### src/design/sadc_regs.svh
// Register offsets, field positions, reset values and timing counts
`ifndef SADC_REGS_SVH
`define SADC_REGS_SVH

// ****************************************
// Register byte offsets
// ****************************************
`define SADC_CTRL0_OFS 8'h00
`define SADC_CTRL1_OFS 8'h04
`define SADC_RESH_OFS 8'h08
`define SADC_RESL_OFS 8'h0C
`define SADC_STAT_OFS 8'h10
`define SADC_MASK_OFS 8'h14

// ****************************************
// Field positions
// ****************************************
`define SADC_C0_ENABLE_BIT 0
`define SADC_C0_GO_BIT 1
`define SADC_C0_CHS_LSB 2
`define SADC_C0_JUST_BIT 8
`define SADC_C1_REF_LSB 0
`define SADC_C1_CLK_LSB 4
`define SADC_STAT_DONE_BIT 0

// ****************************************
// Reset values and timing counts
// ****************************************
`define SADC_CTRL0_RST 32'h0000_0000
`define SADC_CTRL1_RST 32'h0000_0000
`define SADC_RC_DIV 16
`define SADC_CONV_PERIODS 11
`define SADC_ABORT_PERIODS 2

`endif

### src/design/sadc_pkg.sv
// Types shared by the converter control block
package sadc_pkg;
    typedef enum logic [1:0] {
        SadcIdle,
        SadcConvert,
        SadcAbortWait
    } sadc_state_e;

    typedef struct packed {
        logic [5:0] channel;
        logic sample;
        logic [1:0] reference;
    } sadc_analog_s;
endpackage : sadc_pkg

### src/design/sadc_control.sv
// Successive-approximation converter control with AXI4-Lite registers
// Function
// - Multiplexer routes one input into sample-hold
// - Ten-bit SAR result in high/low pair
// - Two-bit reference select field chooses converter reference
// - Completion interrupt, usable for sleep wakeup
// - Channel field picks sample-hold input
// - Clock field: sysclk /8,/16,/32,/64 or RC
// - RC clock is internal oscillator /16
// - Full conversion takes eleven clock periods
// - Non-RC conversion clock follows system clock
// - Completion clears go, sets flag, loads result
// - Flag set every completion, software clears
// - Abort keeps result, two-period wait follows
// - Justify bit selects left or right alignment
`timescale 1ns/1ps
`include "sadc_regs.svh"

module sadc_control #(
    parameter int CHAN_W = 6
) (
    input wire logic core_clk,
    input wire logic rst_n,
    input wire logic rcOscClk,
    input wire logic compHigh,
    input wire logic [31:0] s_axi_awaddr,
    input wire logic s_axi_awvalid,
    output logic s_axi_awready,
    input wire logic [31:0] s_axi_wdata,
    input wire logic [3:0] s_axi_wstrb,
    input wire logic s_axi_wvalid,
    output logic s_axi_wready,
    output logic [1:0] s_axi_bresp,
    output logic s_axi_bvalid,
    input wire logic s_axi_bready,
    input wire logic [31:0] s_axi_araddr,
    input wire logic s_axi_arvalid,
    output logic s_axi_arready,
    output logic [31:0] s_axi_rdata,
    output logic [1:0] s_axi_rresp,
    output logic s_axi_rvalid,
    input wire logic s_axi_rready,
    output sadc_pkg::sadc_analog_s analogCtrl_q,
    output logic [9:0] dacCode_q,
    output logic irq_q
);

    // ****************************************
    // Input synchronisers
    // ****************************************
    logic [1:0] rcSync_q;
    logic [1:0] compSync_q;
    logic rcLast_q;

    always_ff @(posedge core_clk) begin
        rcSync_q <= {rcSync_q[0], rcOscClk};
        compSync_q <= {compSync_q[0], compHigh};
        rcLast_q <= rcSync_q[1];
    end

    // ****************************************
    // Control registers
    // ****************************************
    logic enable_q;
    logic go_q;
    logic justify_q;
    logic [CHAN_W-1:0] channel_q;
    logic [1:0] refSel_q;
    logic [2:0] clkSel_q;
    logic [7:0] resHigh_q;
    logic [7:0] resLow_q;
    logic done_q;
    logic mask_q;

    // ****************************************
    // AXI4-Lite handshake
    // ****************************************
    logic awHeld_q;
    logic wHeld_q;
    logic [7:0] awAddr_q;
    logic [31:0] wData_q;
    logic [3:0] wStrb_q;
    wire logic wrFire = awHeld_q && wHeld_q && !s_axi_bvalid;
    wire logic rdFire = s_axi_arvalid && s_axi_arready;

    // Write decode
    wire logic wrCtrl0 = wrFire && awAddr_q == `SADC_CTRL0_OFS;
    wire logic wrCtrl1 = wrFire && awAddr_q == `SADC_CTRL1_OFS;
    wire logic wrStat = wrFire && awAddr_q == `SADC_STAT_OFS;
    wire logic wrMask = wrFire && awAddr_q == `SADC_MASK_OFS;
    wire logic wrHit = wrCtrl0 || wrCtrl1 || wrStat || wrMask ||
        awAddr_q == `SADC_RESH_OFS || awAddr_q == `SADC_RESL_OFS;
    wire logic [31:0] wd = wData_q;
    wire logic lane0 = wStrb_q[0];
    wire logic lane1 = wStrb_q[1];

    // Address and data captured independently, response follows both
    always_ff @(posedge core_clk) begin
        if (!rst_n) begin
            awHeld_q <= 1'b0;
            wHeld_q <= 1'b0;
            awAddr_q <= 8'h00;
            wData_q <= 32'h0000_0000;
            wStrb_q <= 4'h0;
            s_axi_awready <= 1'b0;
            s_axi_wready <= 1'b0;
            s_axi_bvalid <= 1'b0;
            s_axi_bresp <= 2'b00;
        end else begin
            s_axi_awready <= !awHeld_q && !s_axi_awready;
            s_axi_wready <= !wHeld_q && !s_axi_wready;
            if (s_axi_awvalid && s_axi_awready) begin
                awHeld_q <= 1'b1;
                awAddr_q <= s_axi_awaddr[7:0];
            end
            if (s_axi_wvalid && s_axi_wready) begin
                wHeld_q <= 1'b1;
                wData_q <= s_axi_wdata;
                wStrb_q <= s_axi_wstrb;
            end
            if (wrFire) begin
                awHeld_q <= 1'b0;
                wHeld_q <= 1'b0;
                s_axi_bvalid <= 1'b1;
                s_axi_bresp <= wrHit ? 2'b00 : 2'b10;
            end else if (s_axi_bready) begin
                s_axi_bvalid <= 1'b0;
            end
        end
    end

    // ****************************************
    // Conversion sequencer
    // ****************************************
    sadc_pkg::sadc_state_e state_q;
    logic [5:0] preCnt_q;
    logic [3:0] rcCnt_q;
    logic [3:0] period_q;
    logic [9:0] sar_q;

    // Prescale selects: /8 /16 /32 /64 from system clock, RC /16
    wire logic rcEdge = rcSync_q[1] && !rcLast_q;
    wire logic rcMode = clkSel_q[1:0] == 2'b11;
    wire logic [5:0] preMax = (clkSel_q == 3'b001) ? 6'd7 :
        (clkSel_q == 3'b101) ? 6'd15 :
        (clkSel_q == 3'b010) ? 6'd31 : 6'd63;
    wire logic sysTick = !rcMode && preCnt_q == preMax;
    wire logic rcTick = rcMode && rcEdge &&
        rcCnt_q == 4'(`SADC_RC_DIV - 1);
    wire logic tadTick = sysTick || rcTick;

    // Go may be set by software only when enabled and idle
    wire logic startReq = wrCtrl0 && lane0 && wd[`SADC_C0_GO_BIT] &&
        wd[`SADC_C0_ENABLE_BIT] && enable_q &&
        state_q == sadc_pkg::SadcIdle;
    wire logic abortReq = wrCtrl0 && lane0 && !wd[`SADC_C0_GO_BIT] &&
        state_q == sadc_pkg::SadcConvert;
    wire logic stopConv = state_q == sadc_pkg::SadcConvert &&
        (abortReq || !enable_q);
    wire logic holdDiv = state_q == sadc_pkg::SadcIdle || stopConv;
    wire logic lastPeriod = tadTick &&
        period_q == 4'(`SADC_CONV_PERIODS - 1);
    wire logic convDone = state_q == sadc_pkg::SadcConvert &&
        lastPeriod && !abortReq && enable_q;
    wire logic [9:0] bitMask = 10'(11'h400 >> period_q);
    wire logic [9:0] sarNext = compSync_q[1] ? sar_q :
        (sar_q & ~bitMask);

    // Dividers restart at start and abort, so every period is whole
    always_ff @(posedge core_clk) begin
        if (!rst_n) begin
            preCnt_q <= 6'd0;
            rcCnt_q <= 4'd0;
        end else begin
            preCnt_q <= (sysTick || holdDiv) ? 6'd0 : preCnt_q + 6'd1;
            if (holdDiv) begin
                rcCnt_q <= 4'd0;
            end else if (rcEdge) begin
                rcCnt_q <= rcCnt_q + 4'd1;
            end
        end
    end

    // Sequencer: one bit decided per period after the first, last period loads result
    always_ff @(posedge core_clk) begin
        if (!rst_n) begin
            state_q <= sadc_pkg::SadcIdle;
            period_q <= 4'd0;
            sar_q <= 10'h000;
        end else begin
            case (state_q)
                sadc_pkg::SadcIdle: begin
                    period_q <= 4'd0;
                    sar_q <= 10'h200;
                    if (startReq) begin
                        state_q <= sadc_pkg::SadcConvert;
                    end
                end
                sadc_pkg::SadcConvert: begin
                    if (stopConv) begin
                        period_q <= 4'd0;
                        state_q <= sadc_pkg::SadcAbortWait;
                    end else if (lastPeriod) begin
                        state_q <= sadc_pkg::SadcIdle;
                    end else if (tadTick) begin
                        period_q <= period_q + 4'd1;
                        sar_q <= sarNext | (bitMask >> 1);
                    end
                end
                sadc_pkg::SadcAbortWait: begin
                    if (tadTick) begin
                        period_q <= period_q + 4'd1;
                        if (period_q == 4'(`SADC_ABORT_PERIODS - 1)) begin
                            state_q <= sadc_pkg::SadcIdle;
                        end
                    end
                end
                default: state_q <= sadc_pkg::SadcIdle;
            endcase
        end
    end

    // ****************************************
    // Register updates
    // ****************************************
    wire logic [9:0] finalCode = sarNext;
    wire logic [7:0] nextHigh = justify_q ? {6'h00, finalCode[9:8]} :
        finalCode[9:2];
    wire logic [7:0] nextLow = justify_q ? finalCode[7:0] :
        {finalCode[1:0], 6'h00};

    // Control, result and interrupt state
    always_ff @(posedge core_clk) begin
        if (!rst_n) begin
            enable_q <= 1'b0;
            go_q <= 1'b0;
            justify_q <= 1'b0;
            channel_q <= '0;
            refSel_q <= 2'b00;
            clkSel_q <= 3'b000;
            resHigh_q <= 8'h00;
            resLow_q <= 8'h00;
            done_q <= 1'b0;
            mask_q <= 1'b0;
        end else begin
            if (wrCtrl0 && lane0) begin
                enable_q <= wd[`SADC_C0_ENABLE_BIT];
                channel_q <= wd[`SADC_C0_CHS_LSB +: CHAN_W];
            end
            if (wrCtrl0 && lane1) begin
                justify_q <= wd[`SADC_C0_JUST_BIT];
            end
            if (wrCtrl1 && lane0) begin
                refSel_q <= wd[`SADC_C1_REF_LSB +: 2];
                clkSel_q <= wd[`SADC_C1_CLK_LSB +: 3];
            end
            if (wrMask && lane0) begin
                mask_q <= wd[`SADC_STAT_DONE_BIT];
            end
            if (startReq) begin
                go_q <= 1'b1;
            end else if (abortReq || convDone || !enable_q) begin
                go_q <= 1'b0;
            end
            if (convDone) begin
                resHigh_q <= nextHigh;
                resLow_q <= nextLow;
            end
            if (convDone) begin
                done_q <= 1'b1;
            end else if (wrStat && lane0 && wd[`SADC_STAT_DONE_BIT]) begin
                done_q <= 1'b0;
            end
        end
    end

    // ****************************************
    // Analog-side outputs and interrupt
    // ****************************************
    always_ff @(posedge core_clk) begin
        if (!rst_n) begin
            analogCtrl_q <= '0;
            dacCode_q <= 10'h000;
            irq_q <= 1'b0;
        end else begin
            analogCtrl_q.channel <= 6'(channel_q);
            analogCtrl_q.sample <= enable_q &&
                state_q == sadc_pkg::SadcIdle;
            analogCtrl_q.reference <= refSel_q;
            dacCode_q <= sar_q;
            irq_q <= (done_q || convDone) && mask_q;
        end
    end

    // ****************************************
    // Read path
    // ****************************************
    wire logic [31:0] ctrl0Val = {23'h0, justify_q, 6'(channel_q),
        go_q, enable_q};
    wire logic [31:0] rdVal =
        (s_axi_araddr[7:0] == `SADC_CTRL0_OFS) ? ctrl0Val :
        (s_axi_araddr[7:0] == `SADC_CTRL1_OFS) ?
            {25'h0, clkSel_q, 2'b00, refSel_q} :
        (s_axi_araddr[7:0] == `SADC_RESH_OFS) ? {24'h0, resHigh_q} :
        (s_axi_araddr[7:0] == `SADC_RESL_OFS) ? {24'h0, resLow_q} :
        (s_axi_araddr[7:0] == `SADC_STAT_OFS) ? {31'h0, done_q} :
        (s_axi_araddr[7:0] == `SADC_MASK_OFS) ? {31'h0, mask_q} :
        32'h0000_0000;
    wire logic rdHit = s_axi_araddr[7:0] <= `SADC_MASK_OFS &&
        s_axi_araddr[1:0] == 2'b00;

    // Read answered one cycle after address accepted
    always_ff @(posedge core_clk) begin
        if (!rst_n) begin
            s_axi_arready <= 1'b0;
            s_axi_rvalid <= 1'b0;
            s_axi_rdata <= 32'h0000_0000;
            s_axi_rresp <= 2'b00;
        end else begin
            s_axi_arready <= !s_axi_rvalid && !s_axi_arready &&
                s_axi_arvalid;
            if (rdFire) begin
                s_axi_rvalid <= 1'b1;
                s_axi_rdata <= rdVal;
                s_axi_rresp <= rdHit ? 2'b00 : 2'b10;
            end else if (s_axi_rready) begin
                s_axi_rvalid <= 1'b0;
            end
        end
    end

endmodule : sadc_control

### config.mk
export PLATFORM = sky130hd
export DESIGN_NAME = sadc_control
export DESIGN_NICKNAME = d
export VERILOG_FILES = /design/src/design/sadc_pkg.sv /design/src/design/sadc_control.sv
export VERILOG_INCLUDE_DIRS = /design/src /design/src/design
export SDC_FILE = /design/constraint.sdc
export NUM_CORES = 1
export LEC_CHECK = 0
export BUFFER_PORTS_ARGS = -buffer_cell sky130_fd_sc_hd__buf_4
export CAP_MARGIN = 20
export CORE_MARGIN = 3
export CORE_UTILIZATION = 47
export CTS_BUF_LIST = sky130_fd_sc_hd__clkbuf_4
export DETAILED_ROUTE_END_ITERATION = 16
export PLACE_DENSITY_LB_ADDON = 0.15
export REMOVE_ABC_BUFFERS = 1
export SYNTH_ARGS = -nofsm -noshare
export SYNTH_HDL_FRONTEND = slang
export SYNTH_SLANG_ARGS = --single-unit
export TNS_END_PERCENT = 5
### constraint.sdc
create_clock -name core_clk -period 2 [get_ports core_clk]
set_input_delay 0.2 -clock core_clk [delete_from_list [all_inputs] [get_ports core_clk]]
set_output_delay 0.2 -clock core_clk [all_outputs]
set_load 0.01 [all_outputs]
==> run summary, run 1 <==
CP Max Fanout: 7
Initial core utilization: 49.3%
R2R Path End: resLow_q[1]
Top cell type by total area after synthesis: dfxtp_1
Part of the power in registers: 55.3%
Hold_sp: s_axi_awvalid
Status: finished with violations
Die Height: 111 um
Number of iterations in the first detailed-routing pass: 4
HP Class: input port to flop
Skew final: 16.5 ps
Crit path required time: 2430 ps
Standard-cell rows: 37
Number of flops mapped to enable cells by yosys: 0
Setup violators final: 34
Count of final max-slew check failures: 0
Final setup margin: -290 ps
Synth top area cells: dfxtp_1 (46%), nand2_1 (6.6%), a21oi_1 (6.0%)
Via Count: 4,490
Area delta synth->final: 30.4%
Gate Count Post-Synth: 591
GRT Total Usage: 20.3%
Int Power: 3.41 mW
Core Area: 10,500 sq um
Hold worst-path end: awAddr_q[4]
CP Capture Type: flop
Netlist cell types: 52
Period minus WS final: 2290 ps
Iter 0 DRT Violations: 238
Clk slew on worst S/H paths: 100 ps
Synth top area share: 46.4%
IO Port Bufs: 71
Number of max-cap violations: 0
RSZ-0062 raised after global routing: yes
CTS Buffer Depth: 2
Fin. Hold Viols: 0
R2R depth: 9
Slew headroom: 53.1%
Startpoint types: flop
Number of synthesized register bits: 120
Placed instance area: 6010 sq um
Async SR Flop Fraction: 0%
Drt total wl: 12,400 um
Leakage: 2.72 nW
Most common cell in the netlist: dfxtp_1
Vias per cell: 5.13
Antenna cells: 0
Routed Antenna Nets: 0
H-tree depth: 4
Post-synth top cells: dfxtp_1 (120), nand2_1 (91), a21oi_1 (62)
Slew @ Worst Pin: 703 ps
Final net count: 849
Worst reg2reg path startpoint: clkSel_q[1]
Setup CP Type: flop to flop
CTS root buf: clkbuf_4
Clock insertion delay at the later pin of the skew report: 510 ps
Routability cong.: 0.851
GRT Residual Overflow: 0
Die area: 12,300 sq um
First-pass GRT wire length: 20,600 um
Period Utilization, post-route: 115%
WHS: 34.1 ps
Cells on Worst Hold Path: 3
Die width: 111 um
Ys flop type: dfxtp_1
Switch share: 23.1%
Pre-CTS WS: -282 ps
Non-Filler Instances: 875
P_sw: 1.02 mW
CTS Buf Count: 17
HPWL after DPL: 8660 um
Share of cells above drive strength 1: 23.8%
Seq/Total Area, Yosys: 46.4%
Fmax: 0.437 GHz
TritonCTS clock tree: built
R2R Setup Slk: -290 ps
Post-Syn Area: 5180 sq um
Drt drc: 0
Final Instance Area: 6750 sq um
Power share of the combinational group: 6.6%
Clock power frac: 38.1%
Failing checks: negative setup slack
Routed len/inst: 14.1 um
Placed Cells: 809
Sink Count: 120
Max IR drop VDD: 0.483 mV
# IOs: 170
Synth warn: 0
Pwr dens: 658 nW/um^2
Largest net degree at the start of global routing: 67
Initial antenna violation count: 0
Vias in the first global route: 4,338
Arrival @ worst endpoint: 2720 ps
Avg Cell Area, Syn: 8.76 sq um
==> flip-flops by register name (all words and copies together), names as in the netlist, 2 cells and up <==
name	flops
sar_q	10
s_axi_rdata	9
clkSel_q	3
analogCtrl_q	9
awAddr_q	8
resHigh_q	8
state_q	2
preCnt_q	6
wData_q	9
period_q	4
rcCnt_q	4
channel_q	6
rcSync_q	2
refSel_q	2
dacCode_q	10
resLow_q	8
wStrb_q	2
compSync_q	2
==> layout by cell type (no fill, tap or decap), types with 9 or more instances in the layout <==
cell	Yosys	routed
inv_1	14	14
buf_4	25	109
nand2_1	91	91
o21ai_0	11	10
mux2i_1	18	18
and2_1	21	21
dlygate4sd3_1	0	30
clkbuf_4	0	18
nor3_1	9	9
nor2_1	45	44
conb_1	1	25
dfxtp_1	120	119
a21oi_1	62	56
ha_1	12	12
nand3_1	26	23
nor2b_1	9	9
==> metal layers <==
layer | vias up | share of wire, % | GRT usage, % | wire length (um)
li1 | 2251 | - | - | -
met1 | 2114 | 43 | 24.9 | 5320
met2 | 106 | 50 | 34.5 | 6200
met3 | 19 | 5.2 | 4.86 | 641
met4 | 0 | 1.7 | 7.55 | 210
met5 | - | 0 | 0 | 0
==> per-stage QoR <==
stage               util (%)  setup TNS [ps]  power, mW
floorplan                  -           -7290       2.61
global placement        57.2           -6240       2.75
detailed placement      57.2           -7190       2.75
CTS                     63.8           -8540       4.47
global route            64.2          -10130       4.63
finish                  64.2           -7540       4.44
==> power by group through the flow <==
stage	combinational, mW	sequential [mW]	clock (mW)
after floorplan	0.101	2.51	0
after global placement	0.242	2.51	0
after detailed placement	0.246	2.51	0
after CTS	0.291	2.45	1.73
after global routing	0.325	2.46	1.84
final	0.294	2.45	1.69
==> worst max-delay path: stages, from the launching register on <==
cell	delay, ps
dfxtp_2	350
or3_1	340
a211o_1	240
a221o_2	390
buf_6	140
a211oi_4	240
buf_6	160
buf_12	110
nand3_2	70
a21oi_2	170
==> final cells by class <==
type	instances	area, sq um
fill	892	3760
multi-input combinational	424	2550
sequential	120	2400
timing repair buffer	150	1300
tap	136	170
clock buffer	18	135
clock inverter	12	135
inverter	15	56.3
==> cell families (layout without fill, tap and decap cells) <==
family | Yosys count | after routing | share of synthesized area (%)
multiplexers | 25 | 25 | 6.09
adder cells (fa/ha/maj) | 12 | 12 | 2.90
flip-flops | 120 | 120 | 46.4
XOR/XNOR | 9 | 9 | 1.52
buffers and inverters | 71 | 195 | 7.27
other | 1 | 25 | 0.0724
AO/OA/AOI/OAI | 118 | 118 | 14.2
AND/OR/NAND/NOR | 235 | 235 | 21.6
==> timing repair <==
item / 4_1_cts / 5_1_grt
gates cloned: 2 / 0
hold buffers: 30 / 0
setup endpoints to repair: 41 / 41
hold endpoints to repair: 25 / 0
setup buffers: 4 / 0
resized for setup: 13 / 11
pin swaps: 19 / 7
==> worst max-delay path by stage <==
stage,from,endpoint
floorplan,clkSel_q[1],resHigh_q[5]
global placement,clkSel_q[1],resHigh_q[7]
detailed placement,clkSel_q[1],sar_q[2]
CTS,clkSel_q[1],resLow_q[0]
global route,clkSel_q[1],resHigh_q[3]
finish,clkSel_q[1],resLow_q[1]
Power figures use the tool's default switching activity.
==> inputs of run 2 (changes only) <==
--- a/config.mk
+++ b/config.mk
@@ -8,11 +8,11 @@
 export LEC_CHECK = 0
 export BUFFER_PORTS_ARGS = -buffer_cell sky130_fd_sc_hd__buf_4
 export CAP_MARGIN = 20
-export CORE_MARGIN = 3
 export CORE_UTILIZATION = 47
 export CTS_BUF_LIST = sky130_fd_sc_hd__clkbuf_4
 export DETAILED_ROUTE_END_ITERATION = 16
 export PLACE_DENSITY_LB_ADDON = 0.15
+export RECOVER_POWER = 100
 export REMOVE_ABC_BUFFERS = 1
 export SYNTH_ARGS = -nofsm -noshare
 export SYNTH_HDL_FRONTEND = slang
==> run 2 against run 1 <==
- sequential share of layout area increased by 1.0 points
- sequential power barely moved
- the flow still finishes with violations (negative setup slack)
- largest power group unchanged
- worst hold slack gained 64 ps
- sequential cell count unchanged
- cell count is 0.23% higher
- wire length is 4.1% lower
- core utilization shrank 1.8 points
- setup slack better by 2.9 ps
- register-to-register slack about the same
- fmax rose by 0.13%
- via count decreased by 0.96%
- combinational power barely moved
==> run summary, run 2 (synthesis results as in run 1) <==
TritonCTS clock tree: built
Failing checks: negative setup slack
Fin. Hold Viols: 0 (unchanged)
Initial core utilization: 49.3% (unchanged)
Fmax: 0.437 GHz (+0.13%)
HP Class: input port to flop
H-tree depth: 4 (unchanged)
Skew final: 13.4 ps (-3.10 ps)
Status: finished with violations
Initial antenna violation count: 0 (unchanged)
Period Utilization, post-route: 114% (-0.14 points)
Standard-cell rows: 37 (unchanged)
Clock insertion delay at the later pin of the skew report: 530 ps (+20 ps)
Startpoint types: flop
Pwr dens: 714 nW/um^2 (+8.5%)
# IOs: 170 (unchanged)
Vias per cell: 5.07 (-1.2%)
Part of the power in registers: 52.4% (-2.9 points)
Int Power: 3.56 mW (+4.3%)
CP Max Fanout: 5 (-2)
Final setup margin: -287 ps (+2.87 ps)
Most common cell after layout, fill and taps aside: dfxtp_1
R2R Path End: resHigh_q[7]
Max IR drop VDD: 0.372 mV (-23%)
Core Area: 10,500 sq um (unchanged)
Number of iterations in the first detailed-routing pass: 4 (unchanged)
Vias in the first global route: 4,265 (-1.7%)
CP Capture Type: flop
IO Port Bufs: 71 (unchanged)
Count of final max-slew check failures: 0 (unchanged)
RSZ-0062 raised after global routing: yes
Routed len/inst: 13.5 um (-4.3%)
Final net count: 849 (unchanged)
Crit path launch: clkSel_q[1]
CTS Buf Count: 17 (unchanged)
CTS Buffer Depth: 2 (unchanged)
Largest net degree at the start of global routing: 67 (unchanged)
R2R depth: 6 (-3)
Top Registers: dacCode_q (10), sar_q (10)
Critical Path End: resHigh_q[7]
Crit path required time: 2470 ps (+40 ps)
Worst reg2reg path startpoint: clkSel_q[1]
Power share of the combinational group: 6.3% (-0.3 points)
Period minus WS final: 2290 ps (-2.87 ps)
Switch share: 23.9% (+0.86 points)
Sink Count: 120 (unchanged)
Number of max-cap violations: 0 (unchanged)
Via Count: 4,447 (-0.96%)
Die area: 11,400 sq um (-7.1%)
GRT Total Usage: 22.3% (+2.0 points)
# fillers: 971 (+8.9%)
WHS: 98.0 ps (+63.9 ps)
Drt drc: 0 (unchanged)
CTS root buf: clkbuf_4
Iter 0 DRT Violations: 176 (-26%)
Slew @ Worst Pin: 625 ps (-77.6 ps)
Commonest non-fill, non-tap cells in the layout: dfxtp_1 (119), nand2_1 (91), buf_4 (69)
GRT Residual Overflow: 0 (unchanged)
P_sw: 1.12 mW (+9.5%)
First-pass GRT wire length: 19,800 um (-3.8%)
HPWL after DPL: 8380 um (-3.2%)
Setup violators final: 35 (+2.9%)
Routability cong.: 0.856 (+0.62%)
Die Height: 107 um (-3.6%)
Multi-input gate area: 2500 sq um (-1.8%)
Die width: 107 um (-3.6%)
Final Instance Area: 6560 sq um (-2.7%)
Arrival @ worst endpoint: 2750 ps (+30 ps)
Slew headroom: 58.3% (+5.2 points)
R2R Setup Slk: -290 ps (about the same)
Drt total wl: 11,900 um (-4.1%)
FF+latch area: 2400 sq um (unchanged)
Area delta synth->final: 26.8%
Setup CP Type: flop to flop
Clock power frac: 41.3% (+3.2 points)
Share of cells above drive strength 1: 16.9% (-6.9 points)
Antenna cells: 0 (unchanged)
Placed instance area: 6010 sq um (unchanged)
Clk slew on worst S/H paths: 110 ps (about the same)
Leakage: 2.52 nW (-7.5%)
Routed Antenna Nets: 0 (unchanged)
[run 2: cell count changes in the layout (fill, tap and decap cells not counted), moves of 4 or more]
cell,change
clkbuf_1,+39
clkinv_2,-5
buf_6,-6
a21oi_2,-4
a21oi_1,+4
dlygate4sd3_1,+5
and2_0,+7
clkinvlp_4,+4
and2_1,-7
buf_4,-40
[run 2: worst min-delay path by stage]
| stage | from | cells after the start | endpoint |
|---|---|---|---|
| floorplan | compHigh | 0 | compSync_q[0] |
| global placement | compHigh | 1 | compSync_q[0] |
| detailed placement | rcOscClk | 1 | rcSync_q[0] |
| CTS | s_axi_araddr[0] | 5 | s_axi_rdata[0] |
| global route | s_axi_araddr[0] | 5 | s_axi_rdata[0] |
| finish | s_axi_araddr[0] | 5 | s_axi_rdata[0] |
[run 2: power by group through the flow]
stage               logic (mW)  registers (mW)  clock network (mW)
detailed placement       0.248            2.51                   0
floorplan                0.101            2.51                   0
global route             0.325            2.46                2.09
CTS                      0.299            2.45                1.99
finish                   0.295            2.45                1.94
global placement         0.243            2.51                   0
[run 2: critical path: stages, from the launching register on]
cell and delay, ps:
dfxtp_2 350, or3_1 340, a211o_1 230, a221o_2 440
a211o_1 370, or3_4 390, a21oi_2 110
[run 2: cell type report]
class                           count  share of cell area [%]
Clock buffer                       17                    1.94
Clock inverter                     15                    3.07
Inverter                           15                   0.858
Multi-Input combinational cell    424                    38.1
Sequential cell                   120                    36.6
Tap cell                          136                    2.59
Timing Repair Buffer              150                    16.8
[run 2: timing repair]
item | 4_1_cts | 5_1_grt
pin swaps | 9 | 11
buffers inserted | 0 | 1
endpoints found under the setup margin | 41 | 41
gates resized for setup | 2 | 3
hold endpoints to repair | 33 | 0
hold buffers | 35 | 0
[run 2: metal layers]
metal	vias to the layer above	GRT usage, %	routed length [um]
met5	-	0	0
met4	0	8.12	147
met3	17	5.35	476
met2	91	38.1	5800
met1	2085	27.3	5440
li1	2254	-	-
[run 2: stage by stage]
step           utilization (%)  TNS, ps  instances  setup WS [ps]  total power, mW
2_1_floorplan                -    -7290        559           -360             2.61
3_3_place_gp              57.2    -6250        809           -251             2.75
3_5_place_dp              57.2    -6730        809           -264             2.76
4_1_cts                   63.7    -6450        876           -286             4.74
5_1_grt                   62.5    -9790        877           -375             4.88
6_report                  62.5    -5610        877           -287             4.68
==> inputs of run 3 (changes only) <==
--- a/config.mk
+++ b/config.mk
@@ -11,7 +11,7 @@
 export CORE_UTILIZATION = 47
 export CTS_BUF_LIST = sky130_fd_sc_hd__clkbuf_4
 export DETAILED_ROUTE_END_ITERATION = 16
-export PLACE_DENSITY_LB_ADDON = 0.15
+export PLACE_DENSITY_LB_ADDON = 0.2
 export RECOVER_POWER = 100
 export REMOVE_ABC_BUFFERS = 1
 export SYNTH_ARGS = -nofsm -noshare
==> run 3 against run 2 <==
- the flow still finishes with violations (negative setup slack)
- critical endpoint is now sar_q[8]
- critical path type unchanged
- sequential power about the same
- critical path depth up 3
- core utilization down 1.3 points
- first-iteration DRC count increased by 36%
==> run summary, run 3 (synthesis results as in run 1) <==
Status: finished with violations
Failing checks: negative setup slack
Arrival @ worst endpoint: 2660 ps (-90 ps)
Sink Count: 120 (unchanged)
# IOs: 170 (unchanged)
IO Port Bufs: 71 (unchanged)
Final net count: 843 (-0.71%)
Core Area: 10,500 sq um (unchanged)
Final Instance Area: 6430 sq um (-2.1%)
Drt drc: 0 (unchanged)
Drt total wl: 12,300 um (+3.9%)
Fmax: 0.451 GHz (+3.1%)
Slowest stage delay, CP: 410 ps (-30 ps)
Initial core utilization: 49.3% (unchanged)
Max IR drop VDD: 0.358 mV (-3.8%)
Critical path's slowest cell: a221o_2
Placed instance area: 5970 sq um (-0.75%)
Final setup margin: -217 ps (+69.8 ps)
Clock insertion delay at the later pin of the skew report: 520 ps (about the same)
Fin. Hold Viols: 0 (unchanged)
GRT Residual Overflow: 0 (unchanged)
Worst Path Buf+Inv: 3 (+3)
Startpoint types: flop
Area delta synth->final: 24.1%
Largest net degree at the start of global routing: 40 (-40%)
R2R depth: 9 (+3)
Critical Path, Cell by Cell: or3_1 -> a211o_1 -> a221o_2 -> buf_6 -> a211oi_4 -> buf_6 -> buf_12 -> nand3_1 -> o21ai_1
Initial antenna violation count: 1 (+1)
CTS root buf: clkbuf_4
CTS Buffer Depth: 2 (unchanged)
TritonCTS clock tree: built
Setup violators final: 34 (-2.9%)
Setup CP Type: flop to flop
Crit path required time: 2450 ps (-20 ps)
Routed Antenna Nets: 0 (unchanged)
Most common cell after layout, fill and taps aside: dfxtp_1
Count of final max-slew check failures: 0 (unchanged)
Vias in the first global route: 4,250 (-0.35%)
CP Capture Type: flop
Crit path depth: 9 (+3)
Routability cong.: 0.852 (-0.50%)
Placed Cells: 803 (-0.74%)
Standard-cell rows: 37 (unchanged)
Share of cells above drive strength 1: 16.2% (-0.63 points)
Leakage: 2.47 nW (-2.1%)
Vias per cell: 5.16 (+1.7%)
CTS Buf Count: 17 (unchanged)
Period Utilization, post-route: 111% (-3.5 points)
Die Height: 107 um (unchanged)
Via Count: 4,485 (+0.85%)
Die width: 107 um (unchanged)
# fillers: 918 (-5.5%)
Non-Filler Instances: 870 (-0.80%)
WHS: 95.6 ps (-2.38 ps)
GRT Total Usage: 22.6% (+0.27 points)
Pwr dens: 632 nW/um^2 (-11%)
Iter 0 DRT Violations: 240 (+36%)
Most frequent CP cell: buf_6
Skew final: 21.6 ps (+8.15 ps)
Top Registers: dacCode_q (10), sar_q (10)
Number of max-cap violations: 0 (unchanged)
Commonest non-fill, non-tap cells in the layout: dfxtp_1 (120), nand2_1 (91), buf_4 (63)
Cells on Worst Hold Path: 5 (unchanged)
Period minus WS final: 2220 ps (-69.8 ps)
Top delay family on crit path: compound AO/OA/AOI/OAI gates
RSZ-0062 raised after global routing: yes
Routed len/inst: 14.2 um (+4.7%)
CP Max Fanout: 9 (+4)
Number of iterations in the first detailed-routing pass: 4 (unchanged)
Die area: 11,400 sq um (unchanged)
Slew @ Worst Pin: 662 ps (+36.6 ps)
HPWL after DPL: 8420 um (+0.36%)
HP Class: input port to flop
First-pass GRT wire length: 20,000 um (+1.2%)
H-tree depth: 4 (unchanged)
Pre-CTS WS: -198 ps (+65.7 ps)
Slew headroom: 55.8% (-2.4 points)
Final core utilization: 61.2% (-1.3 points)
Clk slew on worst S/H paths: 100 ps (about the same)
## run 3: cell types whose count changed in the layout (fill, tap and decap cells not counted), sizes merged
cell,change
bufinv,-4
buf,-3
clkinv,+5
diode,+1
inv,-2
clkinvlp,-2
dlygate4sd3,-2
## run 3: layer usage
| layer | up-vias | track usage [%] | routed length [um] |
|---|---|---|---|
| met3 | 13 | 5.71 | 634 |
| met1 | 2091 | 27.6 | 5510 |
| met2 | 130 | 38.4 | 6000 |
| met4 | 0 | 8.02 | 180 |
| li1 | 2251 | - | - |
| met5 | - | 0 | 0 |
## run 3: final timing paths
path,from,endpoint,slack [ps]
setup / recovery,clkSel_q[1],sar_q[8],-220
hold / removal,s_axi_araddr[0],s_axi_rdata[0],100
setup reg to reg,clkSel_q[1],sar_q[8],-220
hold reg to reg,compSync_q[0],compSync_q[1],340
## run 3: through the flow
stage | power [mW] | TNS (ps)
global route | 4.26 | -9740
finish | 4.06 | -5170
floorplan | 2.61 | -7290
global placement | 2.75 | -3780
detailed placement | 2.75 | -4600
CTS | 4.10 | -5470
## run 3: final cells by class
class	instances	area [sq um]	area share (%)
multi-input combinational	424	2510	39.1
tap	136	170	2.65
sequential	120	2400	37.4
clock buffer	18	135	2.10
antenna	1	2.50	0.0389
timing repair buffer	144	1090	16.9
inverter	15	56.3	0.876
clock inverter	12	63.8	0.993
## run 3: worst register-to-register path: stages (launching register included)
cell and delay [ps]:
dfxtp_1 320, or3_1 360, a211o_1 270, a221o_2 410, buf_6 160, a211oi_4 190
buf_6 160, buf_12 120, nand3_1 70, o21ai_1 90
## run 3: timing repair
item,CTS,global route
resized for setup,0,13
hold buffers,33,0
hold endpoints to repair,25,0
setup buffers,0,1
endpoints found under the setup margin,35,46
pin swaps,5,7
cloned,0,2
## run 3: report_power, final
| part | switching [mW] | internal [mW] |
|---|---|---|
| combinational | 0.151 | 0.141 |
| clock | 0.857 | 0.462 |
| sequential | 0.0289 | 2.42 |
